[src/hdl/phy_regs_defines.svh]
// Register offsets, field positions, reset values and timing counts of the register bank
`ifndef PHY_REGS_DEFINES_SVH
`define PHY_REGS_DEFINES_SVH

// ==========================================================
// Register offsets on the management bus
`define REG_IDENT_HIGH 5'h02
`define REG_IDENT_LOW 5'h03
`define REG_ADVERT 5'h04
`define REG_PARTNER 5'h05
`define REG_EXPANSION 5'h06

// ==========================================================
// Advertisement fields
`define ADV_NEXT_PAGE 15
`define ADV_REMOTE_FAULT 13
`define ADV_ASYM_PAUSE 11
`define ADV_PAUSE 10
`define ADV_T4 9
`define ADV_ABIL_HI 8
`define ADV_ABIL_LO 5
`define ADV_WR_MASK 16'hadff
`define ADV_RESET 16'h01e1
`define SEL_IEEE 5'h01

// ==========================================================
// Expansion fields
`define EXP_LOCAL_NP 2
`define EXP_PAGE_RX 1

// ==========================================================
// Partner ability: bit 12 reserved
`define LP_MASK 16'hefff

// ==========================================================
// Management frame
`define MDIO_OP_READ 2'h2
`define MDIO_OP_WRITE 2'h1
`define MDIO_HDR_LAST 5'h0b
`define MDIO_TA_LAST 5'h01
`define MDIO_DATA_BITS 5'h10
`define MDIO_DATA_LAST 5'h0f
`define MDIO_SKIP_LAST 5'h11

// ==========================================================
// Strap capture after reset release
`define STRAP_SETTLE 2'h2
`define STRAP_DONE 2'h3

`endif

[src/hdl/phy_regs_pkg.sv]
// Types shared by the management register bank
package phy_regs_pkg;

	typedef enum logic [2:0] {
		st_idle = 3'b000,
		st_start = 3'b001,
		st_hdr = 3'b010,
		st_turn = 3'b011,
		st_read = 3'b100,
		st_wturn = 3'b101,
		st_write = 3'b110,
		st_skip = 3'b111
	} mdio_state_e;

	typedef struct packed {
		logic valid;
		logic [15:0] word;
	} lcw_page_s;

	typedef struct packed {
		mdio_state_e fsm;
		logic [4:0] cnt;
		logic [11:0] hdr;
		logic [15:0] sh;
		logic mdc_prev;
		logic mdio_out;
		logic mdio_oe_n;
		logic [15:0] advert;
		logic page_rx;
		logic [1:0] strap_cnt;
		logic adv_written;
	} regs_state_s;

	typedef struct packed {
		logic [15:0] word;
	} partner_state_s;

endpackage

[src/hdl/phy_id_autoneg_ability_regs.sv]
// Identifier and auto-negotiation ability registers behind the management interface
//
// Behaviour
// - Identifier low register bits 9:4 read back the fixed six-bit model number.
// - Identifier low register bits 3:0 read back the fixed four-bit revision number.
// - Advertisement bit 15 is a writable next-page request, cleared at reset.
// - Advertisement bit 13 is a writable remote-fault flag, cleared at reset.
// - Advertisement bits 11 and 10 are writable pause abilities, cleared at reset.
// - Advertisement bit 9 always reads zero and ignores writes.
// - Advertisement bits 8 to 5 are writable abilities, set at reset then taken from straps.
// - Advertisement bits 4:0 are a writable selector that resets to 00001.
// - Partner bit 15 shows the partner's next-page request.
// - Partner bit 14 shows the partner's acknowledge.
// - Partner bit 13 shows the partner's remote fault.
// - Partner bits 11 and 10 show the partner's pause abilities.
// - Partner bits 9 to 5 mirror the partner's technology abilities and clear at reset.
// - Partner bits 4:0 copy the partner's selector and reset to zero.
`timescale 1ns/100ps
`include "phy_regs_defines.svh"
module phy_id_autoneg_ability_regs
	import phy_regs_pkg::*;
#(
	parameter int PHY_ADDR = 1,
	parameter int OUI_HIGH = 16'h1234, // Arbitrary identity value
	parameter int OUI_LOW = 6'h15, // Arbitrary identity value
	parameter int MODEL = 6'h2a, // Arbitrary identity value
	parameter int REV = 4'h3 // Arbitrary identity value
) (
	input wire logic clk_sys,
	input wire logic rst_n,
	input wire logic mdc,
	input wire logic mdio_in,
	output logic mdio_out,
	output logic mdio_oe_n,
	input wire logic [3:0] strap_adv,
	input wire lcw_page_s page_rx,
	output logic [15:0] advert_word
);
	// ==========================================================
	// Parameter checks
	generate
		if (PHY_ADDR < 0 || PHY_ADDR > 31) begin : g_bad_addr
			$error("PHY_ADDR must fit five bits");
		end
		if (OUI_HIGH < 0 || OUI_HIGH > 16'hffff || OUI_LOW < 0 || OUI_LOW > 6'h3f) begin : g_bad_oui
			$error("identifier fields out of range");
		end
		if (MODEL < 0 || MODEL > 6'h3f || REV < 0 || REV > 4'hf) begin : g_bad_model
			$error("model or revision out of range");
		end
	endgenerate

	localparam logic [4:0] PHY_ADDR_L = 5'(PHY_ADDR);
	localparam logic [15:0] OUI_HIGH_L = 16'(OUI_HIGH);
	localparam logic [5:0] OUI_LOW_L = 6'(OUI_LOW);
	localparam logic [5:0] MODEL_L = 6'(MODEL);
	localparam logic [3:0] REV_L = 4'(REV);

	// ==========================================================
	// Pin synchronisers
	logic [5:0] pins_s;
	logic mdc_s;
	logic mdio_s;
	logic [3:0] strap_s;

	sync2 #(
		.WIDTH(6)
	) u_pin_sync (
		.clk_sys(clk_sys),
		.rst_n(rst_n),
		.async_in({strap_adv, mdio_in, mdc}),
		.sync_out(pins_s)
	);

	assign mdc_s = pins_s[0];
	assign mdio_s = pins_s[1];
	assign strap_s = pins_s[5:2];

	// ==========================================================
	// Partner ability register
	logic [15:0] partner_word;

	lp_capture u_lp_capture (
		.clk_sys(clk_sys),
		.rst_n(rst_n),
		.page_in(page_rx),
		.partner_word(partner_word)
	);

	// ==========================================================
	// State
	regs_state_s s_q;
	regs_state_s s_d;
	logic mdc_rise;
	logic [11:0] hdr_next;
	logic [15:0] wr_word;
	logic wr_adv;
	logic [15:0] rd_word;
	logic [15:0] exp_word;

	// Edge found after the synchroniser, so a bit lands three clocks after the pin
	assign mdc_rise = mdc_s && !s_q.mdc_prev;
	assign hdr_next = {s_q.hdr[10:0], mdio_s};
	assign wr_word = {s_q.sh[14:0], mdio_s};
	assign wr_adv = mdc_rise && (s_q.fsm == st_write) && (s_q.cnt == `MDIO_DATA_LAST)
		&& (s_q.hdr[4:0] == `REG_ADVERT);

	always_comb begin
		exp_word = '0;
		exp_word[`EXP_LOCAL_NP] = 1'b1;
		exp_word[`EXP_PAGE_RX] = s_q.page_rx;
	end

	// ==========================================================
	// Read mux; unmapped offsets read zero
	always_comb begin
		unique case (s_q.hdr[4:0])
			`REG_IDENT_HIGH: rd_word = OUI_HIGH_L;
			`REG_IDENT_LOW: rd_word = {OUI_LOW_L, MODEL_L, REV_L};
			`REG_ADVERT: rd_word = s_q.advert;
			`REG_PARTNER: rd_word = partner_word;
			`REG_EXPANSION: rd_word = exp_word;
			default: rd_word = 16'h0000;
		endcase
	end

	// ==========================================================
	// Management frame engine and register updates
	always_comb begin
		s_d = s_q;
		s_d.mdc_prev = mdc_s;
		// Straps read only once the synchroniser has filled after release
		if (s_q.strap_cnt != `STRAP_DONE) begin
			s_d.strap_cnt = s_q.strap_cnt + 2'h1;
			if (s_q.strap_cnt == `STRAP_SETTLE) begin
				s_d.advert[`ADV_ABIL_HI:`ADV_ABIL_LO] = strap_s;
			end
		end
		if (mdc_rise) begin
			unique case (s_q.fsm)
				st_idle: begin
					if (!mdio_s) begin
						s_d.fsm = st_start;
					end
				end
				st_start: begin
					s_d.cnt = 5'h00;
					s_d.fsm = mdio_s ? st_hdr : st_idle;
				end
				st_hdr: begin
					s_d.hdr = hdr_next;
					s_d.cnt = s_q.cnt + 5'h01;
					if (s_q.cnt == `MDIO_HDR_LAST) begin
						s_d.cnt = 5'h00;
						if (hdr_next[9:5] != PHY_ADDR_L) begin
							s_d.fsm = st_skip;
						end else if (hdr_next[11:10] == `MDIO_OP_READ) begin
							s_d.fsm = st_turn;
						end else if (hdr_next[11:10] == `MDIO_OP_WRITE) begin
							s_d.fsm = st_wturn;
						end else begin
							s_d.fsm = st_skip;
						end
					end
				end
				st_turn: begin
					// Drive the second turnaround bit low, then data
					s_d.mdio_oe_n = 1'b0;
					s_d.mdio_out = 1'b0;
					s_d.sh = rd_word;
					s_d.cnt = 5'h00;
					s_d.fsm = st_read;
					if (s_q.hdr[4:0] == `REG_EXPANSION) begin
						s_d.page_rx = 1'b0;
					end
				end
				st_read: begin
					if (s_q.cnt == `MDIO_DATA_BITS) begin
						// Let go after the last bit so the host owns the next frame
						s_d.mdio_oe_n = 1'b1;
						s_d.mdio_out = 1'b0;
						s_d.fsm = st_idle;
					end else begin
						s_d.mdio_out = s_q.sh[15];
						s_d.sh = {s_q.sh[14:0], 1'b0};
						s_d.cnt = s_q.cnt + 5'h01;
					end
				end
				st_wturn: begin
					s_d.cnt = s_q.cnt + 5'h01;
					if (s_q.cnt == `MDIO_TA_LAST) begin
						s_d.cnt = 5'h00;
						s_d.fsm = st_write;
					end
				end
				st_write: begin
					s_d.sh = wr_word;
					s_d.cnt = s_q.cnt + 5'h01;
					if (s_q.cnt == `MDIO_DATA_LAST) begin
						s_d.fsm = st_idle;
						if (s_q.hdr[4:0] == `REG_ADVERT) begin
							// Read-only and reserved bits keep their value
							s_d.advert = (s_q.advert & ~`ADV_WR_MASK)
								| (wr_word & `ADV_WR_MASK);
							s_d.advert[`ADV_NEXT_PAGE] = wr_word[`ADV_NEXT_PAGE];
							s_d.advert[`ADV_REMOTE_FAULT] = wr_word[`ADV_REMOTE_FAULT];
							s_d.advert[`ADV_ASYM_PAUSE] = wr_word[`ADV_ASYM_PAUSE];
							s_d.advert[`ADV_PAUSE] = wr_word[`ADV_PAUSE];
							s_d.advert[`ADV_T4] = 1'b0;
							s_d.advert[4:0] = wr_word[4:0];
							s_d.adv_written = 1'b1;
						end
					end
				end
				st_skip: begin
					// Other address or bad opcode: let the frame pass
					s_d.cnt = s_q.cnt + 5'h01;
					if (s_q.cnt == `MDIO_SKIP_LAST) begin
						s_d.cnt = 5'h00;
						s_d.fsm = st_idle;
					end
				end
			endcase
		end
		// A page landing with the read still counts
		if (page_rx.valid) begin
			s_d.page_rx = 1'b1;
		end
	end

	always_ff @(posedge clk_sys or negedge rst_n) begin
		if (!rst_n) begin
			s_q.fsm <= st_idle;
			s_q.cnt <= 5'h00;
			s_q.hdr <= 12'h000;
			s_q.sh <= 16'h0000;
			s_q.mdc_prev <= 1'b0;
			s_q.mdio_out <= 1'b0;
			s_q.mdio_oe_n <= 1'b1;
			s_q.advert <= `ADV_RESET;
			s_q.page_rx <= 1'b0;
			s_q.strap_cnt <= 2'h0;
			s_q.adv_written <= 1'b0;
		end else begin
			s_q <= s_d;
		end
	end

	assign mdio_out = s_q.mdio_out;
	assign mdio_oe_n = s_q.mdio_oe_n;
	assign advert_word = s_q.advert;
endmodule

[src/hdl/sync2.sv]
// Two-stage synchroniser for pins from outside the clock domain
`timescale 1ns/100ps
module sync2 #(
	parameter int WIDTH = 1
) (
	input wire logic clk_sys,
	input wire logic rst_n,
	input wire logic [WIDTH-1:0] async_in,
	output logic [WIDTH-1:0] sync_out
);
	logic [1:0][WIDTH-1:0] stage_q;
	logic [1:0][WIDTH-1:0] stage_d;

	generate
		if (WIDTH < 1) begin : g_bad_width
			$error("sync2 needs WIDTH of at least 1");
		end
	endgenerate

	// First stage feeds only the second
	always_comb begin
		stage_d[0] = async_in;
		stage_d[1] = stage_q[0];
	end

	always_ff @(posedge clk_sys or negedge rst_n) begin
		if (!rst_n) begin
			stage_q <= '0;
		end else begin
			stage_q <= stage_d;
		end
	end

	assign sync_out = stage_q[1];
endmodule

[src/hdl/lp_capture.sv]
// Partner ability word, loaded from each received base page
`timescale 1ns/100ps
`include "phy_regs_defines.svh"
module lp_capture
	import phy_regs_pkg::*;
(
	input wire logic clk_sys,
	input wire logic rst_n,
	input wire lcw_page_s page_in,
	output logic [15:0] partner_word
);
	partner_state_s s_q;
	partner_state_s s_d;

	always_comb begin
		s_d = s_q;
		if (page_in.valid) begin
			s_d.word[15] = page_in.word[15];
			s_d.word[14] = page_in.word[14];
			s_d.word[13] = page_in.word[13];
			s_d.word[12] = 1'b0;
			s_d.word[11:10] = page_in.word[11:10];
			s_d.word[9:5] = page_in.word[9:5];
			s_d.word[4:0] = page_in.word[4:0];
		end
	end

	// Cleared at reset so software never sees a stale partner
	always_ff @(posedge clk_sys or negedge rst_n) begin
		if (!rst_n) begin
			s_q <= '0;
		end else begin
			s_q <= s_d;
		end
	end

	assign partner_word = s_q.word;
endmodule

[config.mk]
export PLATFORM = sky130hd
export DESIGN_NAME = phy_id_autoneg_ability_regs
export DESIGN_NICKNAME = d
export VERILOG_FILES = /design/src/hdl/phy_regs_pkg.sv /design/src/hdl/phy_id_autoneg_ability_regs.sv /design/src/hdl/sync2.sv /design/src/hdl/lp_capture.sv
export VERILOG_INCLUDE_DIRS = /design/src /design/src/hdl
export SDC_FILE = /design/constraint.sdc
export NUM_CORES = 1
export LEC_CHECK = 0
export ABC_AREA = 0
export BUFFER_PORTS_ARGS = -buffer_cell sky130_fd_sc_hd__buf_4
export CAP_MARGIN = 0
export CORE_MARGIN = 2
export CORE_UTILIZATION = 50
export DETAILED_ROUTE_END_ITERATION = 16
export PLACE_DENSITY = 0.71
export SETUP_SLACK_MARGIN = 0.1
export SYNTH_ARGS = -nofsm -noshare
export SYNTH_HDL_FRONTEND = slang
export SYNTH_SLANG_ARGS = --single-unit
[constraint.sdc]
create_clock -name clk_sys -period 2.3 [get_ports clk_sys]
set_clock_uncertainty 0.05 [all_clocks]
set_input_delay 0.46 -clock clk_sys [delete_from_list [all_inputs] [get_ports clk_sys]]
set_output_delay 0.46 -clock clk_sys [all_outputs]
set_load 0.05 [all_outputs]
======== Word level (Yosys, flattened, before mapping) ========
Index checks and enable logic that the tools add are counted.
Widths: inputs -> output; s select.
cells by class
  $add $sub $neg .......................... 2
  eq/ne operators ......................... 29
  muxes and demuxes ....................... 28
  bitwise gates (word level) .............. 1
  reductions and logical operators ........ 18
operator list
  cell                 count
  $pmux 16 s5          1
  $pmux 16 s3          1
  $pmux 5 s6           1
  $mux 9               3
  $mux 8               3
  $pmux 3 s8           1
  $mux 16              1
  $eq 5x3->1 const B   3
  $mux 3               5
  $or 15x14->15        1
  $ne 2x2->1 const B   7
  $eq 3x3->1 const B   4
  $reduce_and 3->1     4
  $eq 5x2->1 const B   2
  $eq 5x4->1 const B   2
  $eq 5x5->1 const B   2
  $mux 10              1
  $mux 4               2
  $reduce_bool 2->1    4
  $reduce_and 7->1     1
  $eq 3x2->1 const B   2
  $reduce_bool 6->1    1
  $add 5x1->5 const B  1
  $eq 5x1->1 const B   1
  other kinds (17)     24
word-level totals
  bits in registers ....................... 83
  output and inout port bits .............. 18

======== Depth between registers and ports, before layout ========
Gate-level depths: netlist (run 1).
  depth after elaboration ................. 8
  depth in mapped cells ................... 8

======== By module ========
Synthesis (run 1) repeated with hierarchy kept, for this count alone.
second synthesis, totals
  cells, all modules ...................... 343
  area, all modules ....................... 3,936.3 um2
modules (own cells, without submodules)
  module                       instances  cells each  area each (um2)  seq. area each (um2)
  phy_id_autoneg_ability_regs  1          297         3,011.6          1,358.8
  lp_capture                   1          34          624.3            375.4
  sync2                        1          12          300.3            300.3

======== Least setup slack after synthesis (run 1) ========
No wires, ideal clock.
  path type ............................... register to register
  from .................................... register s_q[51] (netlist bit)
  to ...................................... register s_q, in the netlist advert_word[13]
  data arrival time ....................... 1,623 ps
  required time ........................... 2,125 ps
  path slack .............................. 502 ps
  cell stages (with the launch flop) ...... 8
  buffers on the path ..................... 1
  cell sequence ........................... dfrtp_1 -> ha_1 -> and3_1 -> ha_1 -> nand4_1 -> nor2_4 -> buf_6 -> mux2_4
on the way
  cells in the longest elaborated chain, start to end .. 2
ends and longest elaborated chain
  element                     RTL line                           text
  from (decl)                 phy_id_autoneg_ability_regs.sv:92  regs_state_s s_q;
  $eq 5x4->1 (no line)        --
  $reduce_and 4->1 (no line)  --
No other way between the ends.
A chain may end at the register's enable or synchronous reset.

======== Worst setup path in the final report (run 1) ========
  from .................................... register s_q[51] (netlist bit)
  to ...................................... register s_q, in the netlist advert_word[1]
Same word-level chain as after synthesis.

==> impl_metrics.py, run 1 <==
metrics = {
    "outcome": {
        "status": "finished, final reports clean",
    },
    "synthesis": {
        "post_synth_instance_area_mm2": 0.003906,
        "synth-simple-area-share_pct": 12.14,
        "postSynthCellCount": 345,
        "syn_avg_cell_area_um2": 11.32,
        "ys_seq_area_share_pct": 52.08,
        "ys_types": 56,
        "synth_edf_count": 0,
        "synth_top_family_by_area": "multiplexers",
        "synthXorXnorAreaFrac_pct": 0.4484,
        "muxShareOfSynthArea_pct": 14.38,
        "yosys_register_bits": 81,
        "yosys_warnings": 0,
        "synthArstFlopShare_pct": 100.0,
        "synth_compound_area_share_pct": 12.59,
        "synthFlopType": "dfrtp_1",
        "synth_adder_area_share_pct": 1.922,
    },
    "detailed_routing": {
        "wl_per_cell_um": 15.68,
        "via_per_inst": 5.495,
        "post-route-drc-count": 0,
        "initialDrtViolationCount": 190,
        "detail-route-antenna-nets": 0,
        "drt_pass1_iterations": 4,
        "vias": 2643,
        "routed_wirelength_mm": 7.540,
    },
    "pwr": {
        "power_leakage_nw": 1.966,
        "switchingPower_w": 0.001644,
        "intPower_w": 0.002739,
        "pwr-share-comb_pct": 32.9,
        "power_density_mw_per_mm2": 997.5,
        "sequentialPowerShare_pct": 45.7,
        "swShare_pct": 37.52,
        "ir_drop_uv": 441.7,
        "pwr-share-clk_pct": 21.5,
    },
    "sta": {
        "period_minus_slack_ns": 1.965,
        "whs_ns": 0.1524,
        "drv_slew": 0,
        "tns_ns": 0,
        "post-route-period-util_pct": 85.43,
        "rsz0062_at_grt": "false",
        "fmax_ghz": 0.5089,
        "worst_pin_slew_ns": 0.5076,
        "final-setup-viol-count": 0,
        "maxSlewHeadroom_pct": 66.09,
        "finalHoldViolCount": 0,
    },
    "cells_and_area": {
        "fin_cells": 481,
        "final_common_cell": "dfrtp_1",
        "nets": 405,
        "drive_gt1_share_pct": 31.13,
        "layout_common_cells": "dfrtp_1, buf_4, mux2_2, nor2_1, nand2_1",
        "syn_to_final_growth_pct": 12.49,
        "insertedDiodeCount": 0,
    },
    "setup_path": {
        "crit_slowest_cell": "dfrtp_1",
        "critPathArrivalTime_ns": 2.16,
        "r2r-end": "advert_word[1]",
        "critPathBufInv": 1,
        "end_kind": "flop",
        "path_max_fanout": 10,
        "rr_worst_depth": 7,
        "rrSetupSlack_ns": 0.34,
        "startpoint_type": "flop",
        "crit_top_cell": "ha_1",
        "critical_path.max_stage_delay_ns": 0.44,
        "cp_data_required_time_ns": 2.50,
        "crit_chain": "ha_1 > and3_1 > ha_1 > nand4_1 > nor2_4 > buf_4 > mux2_2",
        "crit_type": "flop to flop",
        "critPathTopFamily": "simple AND/OR/NAND/NOR gates",
        "r2r-start": "s_q[51]",
    },
    "placement": {
        "hpwl_mm": 5.077,
        "place_congestion": 0.8518,
        "dp_cells": 464,
        "port_buffers": 38,
    },
    "global_routing": {
        "grt_use_met1_pct": 26.72,
        "busiest_layer": "met2",
        "grt_start_max_net_pins": 33,
        "met3_usage_pct": 4.475,
        "antenna_found_initial": 0,
        "grt_pass1_vias": 2580,
        "track_usage_pct": 18.98,
        "grt_pass1_wl_mm": 12.77,
        "overflow": 0,
        "met2_usage_pct": 29.01,
    },
    "floorplanning": {
        "die-area_mm2": 0.008536,
        "core_mm2": 0.007647,
        "start_util_pct": 51.08,
        "placementRows": 32,
        "die_h_um": 92.39,
        "die_width_um": 92.39,
        "ioPinCount": 43,
    },
    "min_path": {
        "hold_depth": 1,
        "holdCritStartpoint": "strap_adv[0]",
        "hp-class": "input pin to flop",
        "whs_endpoint": "u_pin_sync.stage_d[8]",
    },
    "clock_tree": {
        "ctsResizeCount": 0,
        "path_clk_slew_ns": 0.09,
        "cts_tree": "built",
        "h-tree-depth": 3,
        "cts_root_buf": "clkbuf_8",
        "cts_setup_buffers": 0,
        "clock_latency_ns": 0.36,
        "cts_sinks": 81,
        "cts_buffer_depth": 2,
        "numCtsBuffers": 9,
    },
    "job": {
        "maxCapViolations": 0,
    },
}
power by group through the flow:
stage	clock (W)	sequential [W]	combinational [W]
2_1_floorplan	0	0.00193	0.00112
3_3_place_gp	0	0.00201	0.00137
3_5_place_dp	0	0.00202	0.00142
4_1_cts	0.000962	0.00200	0.00144
5_1_grt	0.00103	0.00204	0.00160
6_report	0.000941	0.00200	0.00144
through the flow:
stage	worst slack, ns	util (%)	instance area (um^2)	total power (W)
detailed placement	0.3404	55.02	4208	0.003443
CTS	0.3257	57.46	4394	0.004401
global placement	0.4134	55.02	4208	0.003380
finish	0.3350	57.46	4394	0.004383
global route	0.1811	57.46	4394	0.004670
floorplan	0.5016	-	3914	0.003053
cell families after synthesis:
group | count (synthesis)
simple gates | 87
other cells | 1
xor+xnor | 2
mux | 51
compound gates | 75
fa+ha+maj | 6
flops | 81
buf+inv | 42
layer usage:
| metal | share of wire [%] | up-vias | routed length [um] |
|---|---|---|---|
| li1 | - | 1255 | - |
| met1 | 47 | 1310 | 3511 |
| met2 | 48 | 70 | 3592 |
| met3 | 4.4 | 8 | 329 |
| met4 | 1.4 | 0 | 107 |
| met5 | 0 | - | 0 |
state kept, by name (all words and copies together) (netlist names):
name,flops
s_q,27
advert_word,13
u_pin_sync.stage_d,6
u_pin_sync.sync_out,6
mdio_out,1
mdio_oe_n,1
u_lp_capture.partner_word,15
hdr_next,11
exp_word,1
timing repair:
item | in CTS | in global routing
endpoints found under the setup margin | 0 | 0
hold buffers | 1 | 0
hold endpoints to repair | 27 | 0
final cells by class:
type,count,area [um^2]
clock buffers,9,123.9
clock inverters,7,52.55
fillers,676,3253
inverters,7,26.28
multi-input cells,224,1632
flip-flops and latches,81,2034
well taps,102,127.6
repair buffers,51,397.9
synthesized netlist by cell type, types with 2 or more instances:
cell type / number / area share, %
mux2_4: 2 / 0.77
and3_1: 3 / 0.48
a22oi_1: 6 / 1.2
a2bb2oi_1: 6 / 1.3
nand3_1: 7 / 0.90
a21boi_0: 2 / 0.38
dfrtp_1: 75 / 48
clkbuf_1: 4 / 0.38
nand3b_1: 2 / 0.38
and2b_2: 2 / 0.45
nor4_1: 3 / 0.48
buf_1: 3 / 0.29
buf_6: 2 / 0.58
nand2_1: 22 / 2.1
buf_2: 9 / 1.2
mux2i_1: 16 / 4.1
o22ai_1: 2 / 0.32
buf_4: 17 / 3.3
nor2_1: 27 / 2.6
xnor2_1: 2 / 0.45
nor2b_1: 4 / 0.64
a31oi_1: 2 / 0.32
a32oi_1: 2 / 0.45
dfstp_2: 6 / 4.0
ha_1: 6 / 1.9
mux2_2: 33 / 9.5
o21ai_0: 21 / 2.7
a21o_1: 2 / 0.38
nand2b_1: 6 / 0.96
a21oi_1: 19 / 2.4
inv_1: 7 / 0.67
worst max-delay path by stage:
| stage | from | to | slack (ns) | depth (start not counted) |
|---|---|---|---|---|
| final | s_q[51] | advert_word[1] | 0.34 | 7 |
| after global routing | s_q[52] | s_q[54] | 0.18 | 7 |
| after CTS | s_q[51] | advert_word[1] | 0.33 | 7 |
| after detailed placement | s_q[51] | advert_word[3] | 0.34 | 7 |
| after global placement | s_q[51] | advert_word[3] | 0.41 | 7 |
| after floorplan | s_q[51] | advert_word[13] | 0.50 | 7 |
(Power assumes the default switching activity.)
==> run 2, diff against run 1 <==
--- a/config.mk
+++ b/config.mk
@@ -12,8 +12,9 @@
 export CORE_MARGIN = 2
 export CORE_UTILIZATION = 50
 export DETAILED_ROUTE_END_ITERATION = 16
-export PLACE_DENSITY = 0.71
+export PLACE_DENSITY_LB_ADDON = 0.12
 export SETUP_SLACK_MARGIN = 0.1
+export SLEW_MARGIN = 20
 export SYNTH_ARGS = -nofsm -noshare
 export SYNTH_HDL_FRONTEND = slang
 export SYNTH_SLANG_ARGS = --single-unit
==> impl_metrics.py, run 2 (same netlist as run 1, synthesis figures left out) <==
metrics = {
    "setup_path": {
        "startpoint_type": "flop",
        "path_max_fanout": 10,
        "cp_data_required_time_ns": 2.47,
        "critPathArrivalTime_ns": 2.20,
        "crit_type": "flop to flop",
        "end_kind": "flop",
    },
    "detailed_routing": {
        "initialDrtViolationCount": 130,
        "via_per_inst": 5.465,
        "detail-route-antenna-nets": 0,
        "wl_per_cell_um": 15.40,
        "vias": 2623,
        "post-route-drc-count": 0,
        "routed_wirelength_mm": 7.390,
        "drt_pass1_iterations": 4,
    },
    "cells_and_area": {
        "layout_common_cells": "dfrtp_1, buf_4, mux2_2, nor2_1, nand2_1",
        "drive_gt1_share_pct": 30.69,
        "nets": 404,
        "final_common_cell": "dfrtp_1",
        "insertedDiodeCount": 0,
        "syn_to_final_growth_pct": 13.07,
        "nFillCells": 651,
        "largest_register_ffs": 27,
        "fin_cells": 480,
        "regMostFlops": "s_q",
    },
    "global_routing": {
        "overflow": 0,
        "grt_pass1_wl_mm": 12.83,
        "grt_start_max_net_pins": 47,
        "busiest_layer": "met2",
        "antenna_found_initial": 0,
        "met2_usage_pct": 32.00,
        "grt_use_met1_pct": 24.73,
        "met3_usage_pct": 3.743,
        "track_usage_pct": 19.26,
        "grt_pass1_vias": 2670,
    },
    "floorplanning": {
        "placementRows": 32,
        "start_util_pct": 51.08,
        "die_width_um": 92.39,
        "core_mm2": 0.007647,
        "die-area_mm2": 0.008536,
        "ioPinCount": 43,
        "die_h_um": 92.39,
    },
    "sta": {
        "worst_pin_slew_ns": 0.5012,
        "finalHoldViolCount": 0,
        "rsz0062_at_grt": "false",
        "tns_ns": 0,
        "maxSlewHeadroom_pct": 66.59,
        "final-setup-viol-count": 0,
        "drv_slew": 0,
        "period_minus_slack_ns": 2.032,
        "post-route-period-util_pct": 88.35,
        "fmax_ghz": 0.4921,
    },
    "pwr": {
        "intPower_w": 0.002905,
        "swShare_pct": 35.29,
        "pwr-share-clk_pct": 23.0,
        "sequentialPowerShare_pct": 43.4,
        "power_leakage_nw": 1.971,
        "power_density_mw_per_mm2": 1017,
        "pwr-share-comb_pct": 33.5,
        "switchingPower_w": 0.001584,
        "ir_drop_uv": 492.0,
    },
    "clock_tree": {
        "cts_sinks": 81,
        "ctsResizeCount": 0,
        "cts_tree": "built",
        "cts_setup_buffers": 0,
        "path_clk_slew_ns": 0.08,
        "ctsHoldBuffers": 0,
        "cts_buffer_depth": 2,
        "numCtsBuffers": 9,
        "clock_latency_ns": 0.34,
        "h-tree-depth": 3,
        "cts_root_buf": "clkbuf_8",
    },
    "placement": {
        "dp_cells": 464,
        "hpwl_mm": 5.071,
        "place_congestion": 0.8741,
        "port_buffers": 38,
    },
    "job": {
        "maxCapViolations": 0,
    },
    "outcome": {
        "status": "finished, final reports clean",
    },
    "min_path": {
        "hp-class": "input pin to async pin",
    },
}
[run 2: cell types whose count changed in the layout (fill, tap and decap cells not counted)]
| cell | previous run | this run |
|---|---|---|
| clkbuf_1 | 0 | 2 |
| clkinv_2 | 2 | 1 |
| inv_6 | 3 | 1 |
| buf_4 | 49 | 48 |
| bufinv_16 | 0 | 1 |
| clkbuf_8 | 9 | 10 |
| clkinv_4 | 1 | 0 |
| dlygate4sd3_1 | 1 | 0 |
| buf_12 | 1 | 2 |
[run 2: worst max-delay path, cell delays in order, from the launching register on]
cell and delay [ns]:
dfrtp_1 0.43, ha_1 0.20, and3_1 0.16, ha_1 0.18, nand4_1 0.13, nor2_4 0.36, mux2_2 0.39
[run 2: cell type report]
| type | count | area [um^2] | area share (%) |
|---|---|---|---|
| multi-input combinational | 224 | 1632 | 36.94 |
| clock buffer | 12 | 145.1 | 3.286 |
| inverter | 7 | 26.28 | 0.5949 |
| timing repair buffer | 50 | 400.4 | 9.065 |
| sequential | 81 | 2034 | 46.06 |
| clock inverter | 4 | 51.30 | 1.161 |
| tap | 102 | 127.6 | 2.890 |
[run 2: power by group through the flow]
stage / logic [W] / clock network, W / registers (W)
final: 0.00151 / 0.00103 / 0.00195
after global routing: 0.00167 / 0.00113 / 0.00199
after CTS: 0.00151 / 0.00106 / 0.00195
after detailed placement: 0.00150 / 0 / 0.00198
after global placement: 0.00149 / 0 / 0.00196
after floorplan: 0.00112 / 0 / 0.00193
[run 2: worst paths after layout]
check | from | to | slack (ns) | cells past startpoint
setup / recovery | s_q[51] | advert_word[10] | 0.27 | 6
hold / removal | rst_n | s_q[52] | 0.02 | 1
setup reg to reg | s_q[51] | advert_word[10] | 0.27 | 6
hold reg to reg | u_pin_sync.stage_d[9] | u_pin_sync.sync_out[3] | 0.30 | 0
max in group asynchronous | rst_n | advert_word[6] | 1.53 | 2
min in group clk_sys | strap_adv[0] | u_pin_sync.stage_d[8] | 0.17 | 1
[run 2: metal layers]
| layer | wire length, um | up-vias |
|---|---|---|
| met1 | 3352 | 1314 |
| met4 | 123 | 0 |
| met3 | 202 | 9 |
| li1 | - | 1257 |
| met5 | 0 | - |
| met2 | 3712 | 43 |
[run 2: stage by stage]
step / total power, W / cell area, um^2 / setup WS (ns) / hold WS [ns] / util [%]
final: 0.004490 / 4417 / 0.2680 / 0.01531 / 57.76
after global routing: 0.004785 / 4417 / 0.1463 / 0.04486 / 57.76
after CTS: 0.004522 / 4417 / 0.2464 / 0.03348 / 57.76
after detailed placement: 0.003479 / 4220 / 0.2771 / 0.2855 / 55.19
after global placement: 0.003452 / 4220 / 0.3041 / 0.2833 / 55.19
after floorplan: 0.003053 / 3914 / 0.5016 / 0.1144 / -
==> run 3, diff against run 2 <==
--- a/config.mk
+++ b/config.mk
@@ -6,7 +6,7 @@
 export SDC_FILE = /design/constraint.sdc
 export NUM_CORES = 1
 export LEC_CHECK = 0
-export ABC_AREA = 0
+export ABC_AREA = 1
 export BUFFER_PORTS_ARGS = -buffer_cell sky130_fd_sc_hd__buf_4
 export CAP_MARGIN = 0
 export CORE_MARGIN = 2
==> impl_metrics.py, run 3 <==
metrics = {
    "outcome": {
        "status": "finished, final reports clean",
    },
    "synthesis": {
        "synthFlopType": "dfrtp_1",
        "synth_top_area_cell": "dfrtp_1",
        "synth_top_area_share_pct": 47.17,
        "synth_edf_count": 0,
        "postSynthCellCount": 442,
        "post_synth_instance_area_mm2": 0.003979,
        "syn_avg_cell_area_um2": 9.002,
        "synthTopCellsByCount": "nand2_1, dfrtp_1, inv_1, nor2_1, a21oi_1",
        "yosys_warnings": 0,
        "yosys_register_bits": 81,
        "synth.most_common_cell": "nand2_1",
        "ys_types": 37,
        "ys_seq_area_share_pct": 51.13,
        "synthArstFlopShare_pct": 100.0,
        "yosys-top-cells-area": "dfrtp_1, nand2_1, dfstp_2",
    },
    "clock_tree": {
        "ctsHoldBuffers": 0,
        "ctsResizeCount": 0,
        "cts_sinks": 81,
        "numCtsBuffers": 9,
        "cts_root_buf": "clkbuf_8",
        "clock_latency_ns": 0.35,
        "h-tree-depth": 3,
        "cts_setup_buffers": 0,
        "cts_tree": "built",
        "path_clk_slew_ns": 0.08,
        "cts_buffer_depth": 2,
    },
    "cells_and_area": {
        "final_common_cell": "nand2_1",
        "fin_cells": 577,
        "syn_to_final_growth_pct": 11.48,
        "largest_register_ffs": 27,
        "regMostFlops": "s_q",
        "drive_gt1_share_pct": 22.32,
        "layout_common_cells": "nand2_1, dfrtp_1, inv_1, buf_4, nor2_1",
        "nets": 501,
        "insertedDiodeCount": 0,
    },
    "sta": {
        "final-setup-viol-count": 0,
        "finalHoldViolCount": 0,
        "post-route-period-util_pct": 76.03,
        "fmax_ghz": 0.5719,
        "drv_slew": 0,
        "rsz0062_at_grt": "false",
        "period_minus_slack_ns": 1.749,
        "tns_ns": 0,
    },
    "setup_path": {
        "startpoint_type": "flop",
        "crit_type": "flop to flop",
        "crit_chain": "ha_1 > nand2_1 > nor2_1 > ha_1 > nand4_4 > nand2_1 > o21ai_1",
        "path_max_fanout": 26,
        "cp_data_required_time_ns": 2.47,
        "crit_slowest_cell": "dfrtp_1",
        "end_kind": "flop",
        "critPathTopFamily": "simple AND/OR/NAND/NOR gates",
        "critical_path.max_stage_delay_ns": 0.39,
        "critPathArrivalTime_ns": 1.92,
        "critPathBufInv": 0,
    },
    "floorplanning": {
        "start_util_pct": 51.49,
        "core_mm2": 0.007727,
        "die_width_um": 93.21,
        "die-area_mm2": 0.008687,
        "ioPinCount": 43,
        "placementRows": 32,
        "die_h_um": 93.21,
    },
    "placement": {
        "hpwl_mm": 5.371,
        "place_congestion": 0.8731,
        "dp_cells": 561,
        "port_buffers": 38,
    },
    "pwr": {
        "ir_drop_uv": 390.8,
        "power_leakage_nw": 2.154,
        "power_density_mw_per_mm2": 978.5,
    },
    "detailed_routing": {
        "routed_wirelength_mm": 7.696,
        "post-route-drc-count": 0,
        "drt_pass1_iterations": 4,
        "vias": 2870,
        "initialDrtViolationCount": 141,
        "via_per_inst": 4.974,
        "wl_per_cell_um": 13.34,
        "detail-route-antenna-nets": 0,
    },
    "global_routing": {
        "track_usage_pct": 19.49,
        "grt_pass1_wl_mm": 13.19,
        "overflow": 0,
        "antenna_found_initial": 0,
        "grt_start_max_net_pins": 36,
        "grt_pass1_vias": 2726,
    },
    "job": {
        "maxCapViolations": 0,
    },
    "min_path": {
        "hp-class": "input pin to async pin",
    },
}
[run 3: cell types whose count changed after synthesis, sizes merged, moves of 5 or more]
| cell | previous run | this run |
|---|---|---|
| buf | 31 | 25 |
| nand2b | 7 | 0 |
| mux2i | 16 | 0 |
| mux2 | 35 | 14 |
| o21ai | 21 | 45 |
| inv | 7 | 48 |
| nand3 | 7 | 24 |
| nand2 | 22 | 103 |
| a2bb2oi | 6 | 0 |
| nor2 | 28 | 40 |
| a21oi | 20 | 37 |
| nand4 | 1 | 8 |
| a22oi | 6 | 0 |
| nor2b | 5 | 0 |
[run 3: cell families after synthesis]
family | share of synthesized area (%)
flops | 51.13
other cells | 0.09425
fa+ha+maj | 1.887
mux | 3.962
xor+xnor | 0.2202
simple gates | 21.16
buf+inv | 9.843
compound gates | 11.70
[run 3: layer usage]
| metal | vias to the layer above | track usage [%] | share of wire, % |
|---|---|---|---|
| met5 | - | 0 | 0 |
| met4 | 0 | 4.412 | 0.94 |
| met3 | 6 | 5.318 | 4.9 |
| met2 | 58 | 29.11 | 44 |
| met1 | 1335 | 28.58 | 51 |
| li1 | 1471 | - | - |
[run 3: final cells by class]
cell class	instances	area, um^2
fill	695	3292
clock inverter	3	43.79
tap	102	127.6
sequential	81	2034
inverter	48	185.2
multi-input combinational	287	1560
timing repair buffer	43	335.3
clock buffer	13	148.9
[run 3: worst paths after layout]
path                                  startpoint                      to  slack (ns)  depth (start not counted)
min reg2reg                u_pin_sync.stage_d[9]  u_pin_sync.sync_out[3]        0.30                          0
max in group asynchronous                  rst_n               mdio_oe_n        1.54                          2
max                                      s_q[51]         advert_word[15]        0.55                          7
min in group clk_sys                         mdc   u_pin_sync.stage_d[6]        0.16                          1
min                                        rst_n             hdr_next[3]       0.006                          1
max reg2reg                              s_q[51]         advert_word[15]        0.55                          7
[run 3: where the power goes]
| group | switching, W | internal (W) |
|---|---|---|
| clock network | 0.000503 | 0.000534 |
| logic | 0.000870 | 0.000453 |
| registers | 0.000252 | 0.00173 |
[run 3: through the flow]
step	power, W	worst slack [ns]	utilization [%]	cell area, um^2	hold slack (ns)
final	0.004340	0.5513	57.40	4436	0.006310
after global routing	0.004681	0.3557	57.40	4436	0.01741
after CTS	0.004362	0.5263	57.40	4436	0.009923
after detailed placement	0.003320	0.5335	54.91	4243	0.2847
after global placement	0.003289	0.5896	54.91	4243	0.2835
after floorplan	0.002985	0.7602	-	3986	0.1144
